[config.mk]
export PLATFORM = sky130hd
export DESIGN_NAME = armh_top
export DESIGN_NICKNAME = d
export VERILOG_FILES = /design/src/design/armh_pkg.sv /design/src/design/armh_top.sv
export SDC_FILE = /design/constraint.sdc
export NUM_CORES = 2
export LEC_CHECK = 0
export ABC_AREA = 1
export BUFFER_PORTS_ARGS = -buffer_cell sky130_fd_sc_hd__buf_2
export CAP_MARGIN = 20
export CORE_ASPECT_RATIO = 1.2
export CORE_MARGIN = 4
export CORE_UTILIZATION = 40
export DETAILED_ROUTE_END_ITERATION = 10
export GPL_ROUTABILITY_DRIVEN = 0
export HOLD_SLACK_MARGIN = 0.05
export PLACE_DENSITY = 0.63
export SLEW_MARGIN = 20
export SYNTH_ARGS = -nofsm -noshare
export SYNTH_HDL_FRONTEND = slang
export SYNTH_SLANG_ARGS = --single-unit
[constraint.sdc]
create_clock -name ref_clk -period 8.8 [get_ports ref_clk]
set_input_delay 0.44 -clock ref_clk [delete_from_list [all_inputs] [get_ports ref_clk]]
set_output_delay 0.44 -clock ref_clk [all_outputs]
set_load 0.02 [all_outputs]
[src/design/armh_pkg.sv]
// Package: constants and types for the axis resource map and homing block
package armh_pkg;

    localparam int NUM_AXES     = 6;
    localparam int NUM_ENC      = 6;
    localparam int NUM_ADC      = 8;
    localparam int NUM_DAC      = 6;
    localparam int STEP_FIRST   = 5;
    localparam int NUM_CAPT_ENC = 4;
    localparam int MAX_VS_SMALL = 3;
    localparam int MAX_VS_BIG   = 2;
    localparam int MAX_PROGS    = 10;
    localparam int MAX_PROGS_MEM = 5;
    localparam int NUM_VARS     = 120;
    localparam int PROG_MEM_KB  = 32;

    // Resource codes: type in [5:4], index (zero based) in [3:0]
    localparam logic [1:0] RT_NONE = 2'h0;
    localparam logic [1:0] RT_ENC  = 2'h1;
    localparam logic [1:0] RT_ADC  = 2'h2;
    localparam logic [1:0] RT_DAC  = 2'h1;
    localparam logic [1:0] RT_STEP = 2'h2;

    // Register offsets
    localparam logic [7:0] OFS_AXIS_BASE = 8'h00;  // 0x00..0x05 axis map
    localparam logic [7:0] OFS_MAP_ERR   = 8'h08;
    localparam logic [7:0] OFS_VSPACE    = 8'h09;
    localparam logic [7:0] OFS_GPIO_EN   = 8'h0A;
    localparam logic [7:0] OFS_GPIO_OUT  = 8'h0B;
    localparam logic [7:0] OFS_GPIO_IN   = 8'h0C;
    localparam logic [7:0] OFS_HOME_CMD  = 8'h10;
    localparam logic [7:0] OFS_HOME_ST   = 8'h11;
    localparam logic [7:0] OFS_PROG_CMD  = 8'h12;
    localparam logic [7:0] OFS_PROG_ST   = 8'h13;
    localparam logic [7:0] OFS_IDX_OFS   = 8'h14;
    localparam logic [7:0] OFS_IDX_POS   = 8'h15;
    localparam logic [7:0] OFS_AXIS_CLS  = 8'h16;

    // Axis map register fields
    localparam int F_FB1 = 0;    // [5:0]
    localparam int F_FB2 = 6;    // [11:6]
    localparam int F_OUT1 = 12;  // [17:12]
    localparam int F_OUT2 = 18;  // [23:18]
    localparam int F_CL  = 24;   // closed loop stepper
    localparam int F_VS  = 28;   // [29:28] vector space 0 = none

    // Home command fields
    localparam int H_AXIS = 0;   // [2:0]
    localparam int H_DIR  = 4;
    localparam int H_EDGE = 5;
    localparam int H_APPR = 6;
    localparam int H_ADIR = 7;
    localparam int H_IDX  = 8;
    localparam int H_GO   = 31;

    localparam logic [31:0] ONE_REV_DEFAULT = 32'h0000_0FA0;

    typedef struct packed {
        logic [5:0] fb1;
        logic [5:0] fb2;
        logic [5:0] out1;
        logic [5:0] out2;
        logic       closed_loop;
        logic [1:0] vspace;
    } armh_axis_type;

    typedef struct packed {
        logic fwd_limit;
        logic rev_limit;
        logic home;
    } armh_switch_type;

    typedef enum logic [2:0] {
        HS_IDLE   = 3'b000,
        HS_SEEK   = 3'b001,
        HS_PAST   = 3'b010,
        HS_APPR   = 3'b011,
        HS_INDEX  = 3'b100,
        HS_RETURN = 3'b101,
        HS_DONE   = 3'b110,
        HS_FAIL   = 3'b111
    } armh_home_state_type;

endpackage : armh_pkg

[src/design/armh_top.sv]
// Axis resource map, per-axis motion lines, program limits and homing sequencer
//
// The placing of the registers and the plain strobed port are this design's own decisions.
`timescale 1ns/1ps

module armh_top
    import armh_pkg::*;
#(
    parameter int NAXES = NUM_AXES
)(
    input  wire logic                  ref_clk,     // 100 MHz clock
    input  wire logic                  rst_n,       // Async reset, active low
    input  wire logic [7:0]            addr,        // Register address
    input  wire logic [31:0]           wdata,       // Write data
    input  wire logic                  wr,          // Write strobe
    input  wire logic                  rd,          // Read strobe
    output logic      [31:0]           rdata,       // Read data, cycle after rd
    input  wire armh_switch_type [5:0] sw_in,       // Limit and home lines
    output logic      [5:0]            inhibit,     // Inhibit lines
    input  wire logic [5:0]            enc_index,   // Encoder index marks
    input  wire logic [31:0]           axis_pos,    // Position of homing axis
    input  wire logic [5:0]            move_active, // Axis moving
    output logic      [5:0]            halt,        // Halt-stop request per axis
    output logic                       home_run,    // Search motion request
    output logic                       home_dir,    // Search direction, 1 = forward
    output logic      [31:0]           target_pos,  // Return target position
    output logic                       target_go,   // Target move valid
    input  wire logic                  target_done, // Target move complete
    output logic      [5:0]            capt_en,     // Capture/breakpoint enable
    output logic      [5:0]            dac_direct   // DAC free for direct use
);

    // ============================================================
    // Register file
    armh_axis_type    axis_map [NAXES];
    logic [31:0]      map_err;
    logic [17:0]      gpio_en;        // 1 = dedicated function on
    logic [5:0]       gpio_out;
    logic [9:0]       prog_run;
    logic [9:0]       prog_in_flash;
    logic [31:0]      home_cfg;
    logic [31:0]      idx_ofs;
    logic [31:0]      idx_pos;
    armh_home_state_type hstate;

    function automatic logic res_ok_fb(input logic [5:0] r);
        res_ok_fb = (r[5:4] == RT_NONE) ||
                    (r[5:4] == RT_ENC && r[3:0] < 4'(NUM_ENC)) ||
                    (r[5:4] == RT_ADC && r[3:0] < 4'(NUM_ADC));
    endfunction : res_ok_fb

    function automatic logic res_ok_out(input logic [5:0] r);
        res_ok_out = (r[5:4] == RT_NONE) ||
                     (r[5:4] == RT_DAC && r[3:0] < 4'(NUM_DAC)) ||
                     (r[5:4] == RT_STEP && r[3:0] >= 4'(STEP_FIRST - 1)
                      && r[3:0] < 4'(NUM_DAC));
    endfunction : res_ok_out

    // ============================================================
    // Map write checking
    wire         wr_axis  = wr && addr < 8'(NAXES);
    wire [2:0]   wr_ax    = addr[2:0];
    armh_axis_type new_map;
    assign new_map = '{fb1: wdata[F_FB1+:6], fb2: wdata[F_FB2+:6], out1: wdata[F_OUT1+:6],
                       out2: wdata[F_OUT2+:6], closed_loop: wdata[F_CL],
                       vspace: wdata[F_VS+:2]};

    logic clash;
    logic [2:0] vs_count [4];
    always_comb
    begin
        clash = 1'b0;
        for (int i = 0; i < 4; i++)
            vs_count[i] = 3'h0;
        for (int a = 0; a < NAXES; a++)
        begin
            armh_axis_type m;
            m = (a == int'(wr_ax)) ? new_map : axis_map[a];
            vs_count[m.vspace] = vs_count[m.vspace] + 3'h1;
            if (a != int'(wr_ax))
            begin
                // Refuse a resource held by another axis
                if (new_map.fb1[5:4] != RT_NONE &&
                    (new_map.fb1 == m.fb1 || new_map.fb1 == m.fb2))
                    clash = 1'b1;
                if (new_map.fb2[5:4] != RT_NONE &&
                    (new_map.fb2 == m.fb1 || new_map.fb2 == m.fb2))
                    clash = 1'b1;
                if (new_map.out1[5:0] != 6'h0 &&
                    (new_map.out1[3:0] == m.out1[3:0] && m.out1 != 6'h0 ||
                     new_map.out1[3:0] == m.out2[3:0] && m.out2 != 6'h0))
                    clash = 1'b1;
                if (new_map.out2[5:0] != 6'h0 &&
                    (new_map.out2[3:0] == m.out1[3:0] && m.out1 != 6'h0 ||
                     new_map.out2[3:0] == m.out2[3:0] && m.out2 != 6'h0))
                    clash = 1'b1;
            end
        end
    end

    // Vector space capacity: three of up to two axes, or two of three
    logic       vs_big1, vs_big2, vs_big3, vs_over;
    assign vs_big1 = vs_count[1] == 3'h3;
    assign vs_big2 = vs_count[2] == 3'h3;
    assign vs_big3 = vs_count[3] == 3'h3;
    assign vs_over = vs_count[1] > 3'h3 || vs_count[2] > 3'h3 || vs_count[3] > 3'h3 ||
                     (vs_big1 || vs_big2 || vs_big3) && vs_count[1] != 3'h0 &&
                     vs_count[2] != 3'h0 && vs_count[3] != 3'h0;

    // Servo and closed stepper need feedback; open stepper does not
    wire new_step  = new_map.out1[5:4] == RT_STEP;
    wire fb_needed = !new_step || new_map.closed_loop;
    wire fb_bad    = fb_needed && new_map.fb1[5:4] == RT_NONE;
    wire map_bad   = clash || vs_over || fb_bad || new_map.out1[5:4] == RT_NONE ||
                     !res_ok_fb(new_map.fb1) || !res_ok_fb(new_map.fb2) ||
                     !res_ok_out(new_map.out1) || !res_ok_out(new_map.out2);

    always_ff @(posedge ref_clk or negedge rst_n)
    begin
        if (!rst_n)
        begin
            for (int a = 0; a < NAXES; a++)  // Servo default, encoder n, DAC n
                axis_map[a] <= '{fb1: {RT_ENC, 4'(a)}, fb2: 6'h0,
                                 out1: {RT_DAC, 4'(a)}, out2: 6'h0,
                                 closed_loop: 1'b0, vspace: 2'h0};
            map_err <= 32'h0;
        end
        else if (wr_axis)
        begin
            if (map_bad)
                map_err <= {1'b1, 28'h0, wr_ax};  // Refused write, axis in low bits
            else
                axis_map[wr_ax] <= new_map;
        end
        else if (wr && addr == OFS_MAP_ERR)
            map_err <= 32'h0;
    end

    // ============================================================
    // Per-axis lines and halt
    logic [5:0] halt_now;
    always_comb
    begin
        for (int a = 0; a < NUM_AXES; a++)
            halt_now[a] = move_active[a] &&
                ((gpio_en[3*a] && sw_in[a].fwd_limit) ||
                 (gpio_en[3*a+1] && sw_in[a].rev_limit) ||
                 (gpio_en[3*a+2] && sw_in[a].home && hstate == HS_IDLE));
    end

    logic [5:0] dac_used;
    always_comb
    begin
        dac_used = 6'h0;
        for (int a = 0; a < NAXES; a++)
        begin
            if (axis_map[a].out1[5:4] == RT_DAC)
                dac_used[axis_map[a].out1[2:0]] = 1'b1;
            if (axis_map[a].out2[5:4] == RT_DAC)
                dac_used[axis_map[a].out2[2:0]] = 1'b1;
        end
    end

    always_ff @(posedge ref_clk or negedge rst_n)
    begin
        if (!rst_n)
        begin
            gpio_en    <= 18'h3FFFF;
            gpio_out   <= 6'h0;
            halt       <= 6'h0;
            inhibit    <= 6'h0;
            dac_direct <= 6'h0;
            capt_en    <= 6'h0;
        end
        else
        begin
            if (wr && addr == OFS_GPIO_EN)
                gpio_en <= wdata[17:0];
            if (wr && addr == OFS_GPIO_OUT)
                gpio_out <= wdata[5:0];
            halt       <= halt_now;
            inhibit    <= gpio_out;
            dac_direct <= ~dac_used;
            capt_en    <= 6'(4'hF);
        end
    end

    // ============================================================
    // Program slots: five per memory, ten total
    logic [3:0] ram_cnt, flash_cnt;
    always_comb
    begin
        ram_cnt = 4'h0;
        flash_cnt = 4'h0;
        for (int p = 0; p < MAX_PROGS; p++)
            if (prog_run[p])
            begin
                if (prog_in_flash[p])
                    flash_cnt = flash_cnt + 4'h1;
                else
                    ram_cnt = ram_cnt + 4'h1;
            end
    end
    wire [3:0] p_slot  = wdata[3:0];
    wire       p_start = wr && addr == OFS_PROG_CMD && wdata[8] && p_slot < 4'(MAX_PROGS);
    wire       p_stop  = wr && addr == OFS_PROG_CMD && !wdata[8] && p_slot < 4'(MAX_PROGS);
    wire       p_room  = wdata[9] ? flash_cnt < 4'(MAX_PROGS_MEM) : ram_cnt < 4'(MAX_PROGS_MEM);

    always_ff @(posedge ref_clk or negedge rst_n)
    begin
        if (!rst_n)
        begin
            prog_run      <= 10'h0;
            prog_in_flash <= 10'h0;
        end
        else if (p_start && p_room && !prog_run[p_slot])
        begin
            prog_run[p_slot]      <= 1'b1;
            prog_in_flash[p_slot] <= wdata[9];
        end
        else if (p_stop)
            prog_run[p_slot] <= 1'b0;
    end

    // ============================================================
    // Home and index sequencer
    wire [2:0] hax     = home_cfg[H_AXIS+:3];
    wire       h_home  = sw_in[hax].home;
    wire       h_limit = home_dir ? sw_in[hax].fwd_limit : sw_in[hax].rev_limit;
    wire       h_edge  = home_cfg[H_EDGE] ? h_home : !h_home;
    armh_axis_type hmap;
    assign hmap = axis_map[hax];
    wire idx_allowed = hmap.fb1[5:4] == RT_ENC &&
                       (hmap.out1[5:4] == RT_DAC || hmap.closed_loop);
    wire h_go = wr && addr == OFS_HOME_CMD && wdata[H_GO] && hstate != HS_SEEK
                && wdata[H_AXIS+:3] < 3'(NAXES);
    logic [31:0] rev_start;
    logic        seen_on;
    // Travel measured along the search direction; a move against it wraps to a large value past one turn
    wire  [31:0] rev_travel = home_dir ? axis_pos - rev_start : rev_start - axis_pos;
    armh_home_state_type next_hstate;

    always_comb
    begin
        next_hstate = hstate;
        unique case (hstate)
            HS_IDLE, HS_DONE, HS_FAIL:
                if (h_go)
                    next_hstate = wdata[H_IDX] ? HS_INDEX : HS_SEEK;
            HS_SEEK:
                if (seen_on && h_edge)
                    next_hstate = home_cfg[H_APPR] ? HS_PAST : HS_DONE;
            HS_PAST:
                if (!h_edge)
                    next_hstate = HS_APPR;
            HS_APPR:
                if (h_edge)
                    next_hstate = HS_DONE;
            HS_INDEX:
                if (!idx_allowed)
                    next_hstate = HS_FAIL;
                else if (enc_index[hmap.fb1[2:0]])
                    next_hstate = HS_RETURN;
                else if (rev_travel > ONE_REV_DEFAULT)
                    next_hstate = HS_FAIL;
            HS_RETURN:
                if (target_done)
                    next_hstate = HS_DONE;
        endcase
    end

    always_ff @(posedge ref_clk or negedge rst_n)
    begin
        if (!rst_n)
        begin
            hstate     <= HS_IDLE;
            home_cfg   <= 32'h0;
            home_dir   <= 1'b0;
            rev_start  <= 32'h0;
            idx_pos    <= 32'h0;
            idx_ofs    <= 32'h0;
            seen_on    <= 1'b0;
            target_pos <= 32'h0;
        end
        else
        begin
            hstate <= next_hstate;
            if (wr && addr == OFS_IDX_OFS)
                idx_ofs <= wdata;
            if (h_go)
            begin
                home_cfg  <= wdata;
                home_dir  <= wdata[H_DIR];
                rev_start <= axis_pos;
                seen_on   <= 1'b0;
            end
            else if (hstate == HS_SEEK)
            begin
                seen_on <= seen_on | !h_edge;
                if (h_limit)
                    home_dir <= !home_dir;
            end
            else if (hstate == HS_PAST && next_hstate == HS_APPR)
                home_dir <= home_cfg[H_ADIR];
            if (hstate == HS_INDEX && next_hstate == HS_RETURN)
            begin
                idx_pos    <= axis_pos;
                target_pos <= axis_pos + idx_ofs;
            end
        end
    end

    assign home_run  = hstate == HS_SEEK || hstate == HS_PAST ||
                       hstate == HS_APPR || hstate == HS_INDEX;
    assign target_go = hstate == HS_RETURN;

    // ============================================================
    // Read mux; mapped state addressed by axis, axis class of all axes in one register
    logic [5:0] is_stepper;
    always_comb
        for (int a = 0; a < NUM_AXES; a++)
            is_stepper[a] = a < NAXES && axis_map[a].out1[5:4] == RT_STEP;

    logic [31:0] next_rdata;
    always_comb
    begin
        next_rdata = 32'h0;
        if (addr < 8'(NAXES))
            next_rdata = {2'h0, axis_map[addr[2:0]].vspace, 3'h0,
                          axis_map[addr[2:0]].closed_loop, axis_map[addr[2:0]].out2,
                          axis_map[addr[2:0]].out1, axis_map[addr[2:0]].fb2,
                          axis_map[addr[2:0]].fb1};
        else
            unique case (addr)
                OFS_MAP_ERR:  next_rdata = map_err;
                OFS_GPIO_EN:  next_rdata = {14'h0, gpio_en};
                OFS_GPIO_OUT: next_rdata = {26'h0, gpio_out};
                OFS_GPIO_IN:  next_rdata = {14'h0, sw_in};
                OFS_HOME_CMD: next_rdata = home_cfg;
                OFS_HOME_ST:  next_rdata = {28'h0, home_dir, hstate};
                OFS_PROG_ST:  next_rdata = {6'h0, prog_in_flash, 6'h0, prog_run};
                OFS_IDX_OFS:  next_rdata = idx_ofs;
                OFS_IDX_POS:  next_rdata = idx_pos;
                OFS_AXIS_CLS: next_rdata = {26'h0, is_stepper};
                default:      next_rdata = 32'h0;
            endcase
    end

    always_ff @(posedge ref_clk or negedge rst_n)
    begin
        if (!rst_n)
            rdata <= 32'h0;
        else
            rdata <= rd ? next_rdata : 32'h0;
    end

    // ============================================================
    // Checks
    a_halt_on_limit: assert property (@(posedge ref_clk) disable iff (!rst_n)
        move_active[0] && gpio_en[0] && sw_in[0].fwd_limit |=> halt[0])
        else $error("halt missing on forward limit");
    a_index_refused: assert property (@(posedge ref_clk) disable iff (!rst_n)
        hstate == HS_INDEX && !idx_allowed |=> hstate == HS_FAIL)
        else $error("index search on illegal axis");
    a_ram_slots: assert property (@(posedge ref_clk) disable iff (!rst_n)
        ram_cnt <= 4'(MAX_PROGS_MEM) && flash_cnt <= 4'(MAX_PROGS_MEM))
        else $error("too many programs in one memory");
    a_reject_clash: assert property (@(posedge ref_clk) disable iff (!rst_n)
        wr_axis && map_bad |=> axis_map[$past(wr_ax)] == $past(axis_map[wr_ax]) && map_err[31])
        else $error("bad mapping accepted");
    a_read_latency: assert property (@(posedge ref_clk) disable iff (!rst_n)
        rd && addr == OFS_AXIS_CLS |=> rdata == {26'h0, $past(is_stepper)})
        else $error("axis class read wrong");
    a_limit_reverse: assert property (@(posedge ref_clk) disable iff (!rst_n)
        hstate == HS_SEEK && !h_go && h_limit |=> home_dir != $past(home_dir))
        else $error("home search did not reverse");
    a_index_target: assert property (@(posedge ref_clk) disable iff (!rst_n)
        hstate == HS_INDEX && next_hstate == HS_RETURN |=>
        target_pos == $past(axis_pos) + idx_ofs && target_go)
        else $error("index return target wrong");
    a_dac_direct: assert property (@(posedge ref_clk) disable iff (!rst_n)
        ##1 dac_direct == ~$past(dac_used))
        else $error("direct DAC flag wrong");
    c_home_done: cover property (@(posedge ref_clk) hstate == HS_APPR ##[1:100] hstate == HS_DONE);
    c_index_ok: cover property (@(posedge ref_clk) hstate == HS_RETURN ##1 hstate == HS_DONE);
    c_remap: cover property (@(posedge ref_clk) wr_axis && !map_bad);

endmodule : armh_top

==> run metrics <==
status=completed; CP Launch Type=input pin; io pins=slightly below 200; most frequent cells in the layout=nand2_1 (1168), inv_1 (515), o21ai_0 (478); XOR/XNOR Fraction of Synth Area=0.0494; Compound-Gate Fraction of Synth Area=0.217; Mapped Area=about 32000 sq um; most common cell after layout, fill and taps aside=nand2_1; DR pass1 iterations=7; DIE HEIGHT=318 um; Max Root-Sink Buffers=3; worst vdd ir=between 100 and 150 uV; worst-skew pair later-pin latency=0.63 ns; Avg Vias per Cell=5.85; port bufs=approximately 200; Setup-failing EPs final=0; Adder-Cell Fraction of Synth Area=0.0467; Die Wd=approximately 270 um; DR iter-0 viols=about 3700; global-route wire length before repair=192000 um; share of cells above drive strength 1=0.0884; register area share after synthesis=0.334; post-CTS setup repair buffer count=0; Post-Route Utilization=0.447; CTS buffer count=45; setup TNS=0 ns; Crit path arrival time=between 7 and 8 ns; fin. max-slew vios=0; Fmax=0.150 GHz; warnings from Yosys=0; register bit total from synthesis=between 400 and 500; DRC viols=0; DRT Wirelength=between 100000 and 150000 um; dpl ws=between 1.5 and 2 ns; endpoint class of the critical path=flip-flop; final hold viol count=0; leak pwr=about 17 nW; Clock transition at path regs=~0.060 ns; largest fanout on the critical path=53; Post-Syn Instances=around 4700; Via Count=about 34000; Worst Hold Class=input pin to flip-flop; Power Dens Cells=roughly 160 nW/um^2; Overall Global Routing Usage=0.291; hold_ws=about 0.084 ns; GRT overflow=0; RSZ-0062 raised after global routing=false; Final #Nets=around 5000; Syn Area/Cell=just under 7 sq um; CP max-delay cell=nand4_4; endpoint required time on the critical path=around 9.3 ns; H-tree depth=2; hpwl dp=approximately 95000 um; core footprint=roughly 80000 sq um; Final min period=between 6 and 7 ns; worst-margin pin slew=between 1 and 1.5 ns; starting density of the core=0.405; crit share post-route=0.757; setup ws final=2.14 ns; Worst Skew=0.0215 ns; largest family of logic cells by synthesized area=simple AND/OR/NAND/NOR gates; mux contribution to synthesized area=0.00129; ys async rst share=1.00; number of global-route vias before repair=32500; die area=between 80000 and 90000 sq um; Area Growth Syn to Fin=10.4%; Routed Antenna Nets=0; root buffer cell=clkbuf_16; initial antenna violation count=4; Setup CP Type=input pin to flip-flop; routed length per instance=~22 um; EDFF count, synth=0; MaxCap Viol Count=0; standard-cell rows=113; largest net degree at the start of global routing=143; Worst slew margin=0.239; Main synth FF type=dfrtp_1; simple-gate share of the synthesized area=0.258; Netlist cell types=74; CTS tree=yes; Clock Sink Count=roughly 430; Worst path max stage delay=0.69 ns
[timing repair]
action / in CTS / in global routing
hold buffers: 4 / 0
hold endpoints to repair: 83 / 0
resized for setup: 0 / 0
[area by class of cell]
| cell class | count | area [sq um] |
|---|---|---|
| tap | 1035 | 1290 |
| multi-input combinational | 3482 | 18400 |
| inverter | 532 | 2000 |
| fill | 8211 | 43900 |
| sequential | 426 | 10700 |
| timing repair buffer | 251 | 1450 |
| antenna | 2 | 5.00 |
| clock inverter | 26 | 327 |
| clock buffer | 58 | 1230 |
[logic make-up (layout without fill, tap and decap cells)]
group,Yosys count,in the layout
flops,426,426
mux,4,4
compound gates,1195,1195
xor+xnor,181,181
other cells,2,5
fa+ha+maj,118,118
simple gates,1981,1981
buf+inv,767,867
[power breakdown]
group / internal, W / switching (W)
sequential: 0.00212 / 0.000116
combinational: 0.000422 / 0.000981
clock: 0.00118 / 0.000904
total: 0.00372 / 0.00200
[metal layers]
layer | GRT usage | routed length, um
met4 | 0.178 | 9270
met5 | 0 | 21
met1 | 0.361 | 48800
met3 | 0.0478 | 11500
met2 | 0.472 | 58100
[worst max-delay path, delay by kind of cell]
family	cells	cell delay, ns
simple gates	10	2.22
buf+inv	6	1.00
compound gates	12	2.31
fa+ha+maj	4	1.16
[final timing paths]
kind                                          from  slack, ns                            to  depth (start not counted)
min reg2reg                gpio_out[5]$_DFFE_PN0P_       0.43          inhibit[5]$_DFF_PN0_                          0
max                                        addr[2]       2.14      axis_map[78]$_DFFE_PN0P_                         32
min                                      wdata[30]       0.08      home_cfg[30]$_DFFE_PN0P_                          3
max reg2reg                              flip-flop       2.37  prog_in_flash[7]$_DFFE_PN0P_                         34
min in group asynchronous                    rst_n       0.40            rdata[6]$_DFF_PN0_                          2
max in group asynchronous                    rst_n       6.84       dac_direct[3]$_DFF_PN0_                          3
[per-stage QoR]
step / cell area (sq um) / total power, W / instances
after floorplan: 32100 / 0.00314 / 4675
after global placement: 33800 / 0.00363 / 5721
after detailed placement: 33800 / 0.00364 / 5721
after CTS: 35400 / 0.00573 / 5809
after global routing: 35400 / 0.00597 / 5810
final: 35400 / 0.00573 / 5812
[cells in the mapped netlist, types with 83 or more instances]
library cell,number,share of area
nand4_1,98,0.019
a21oi_1,186,0.029
o21ai_0,478,0.075
inv_1,515,0.060
nand2_1,1172,0.14
ha_1,115,0.045
xor2_1,148,0.040
clkbuf_1,153,0.018
nand3_1,196,0.031
o22ai_1,83,0.016
dfrtp_1,382,0.30
nor2_1,408,0.048
o21ai_1,178,0.028
[flip-flops by register name, indices dropped and copies added (netlist names), 10 cells and up, named ones only]
name and flops:
rev_start 32, idx_ofs 32, axis_map 162, gpio_en 18, home_cfg 32, prog_in_flash 10, idx_pos 32, target_pos 32
rdata 32
Note: power is estimated with default switching activity, not from simulation.
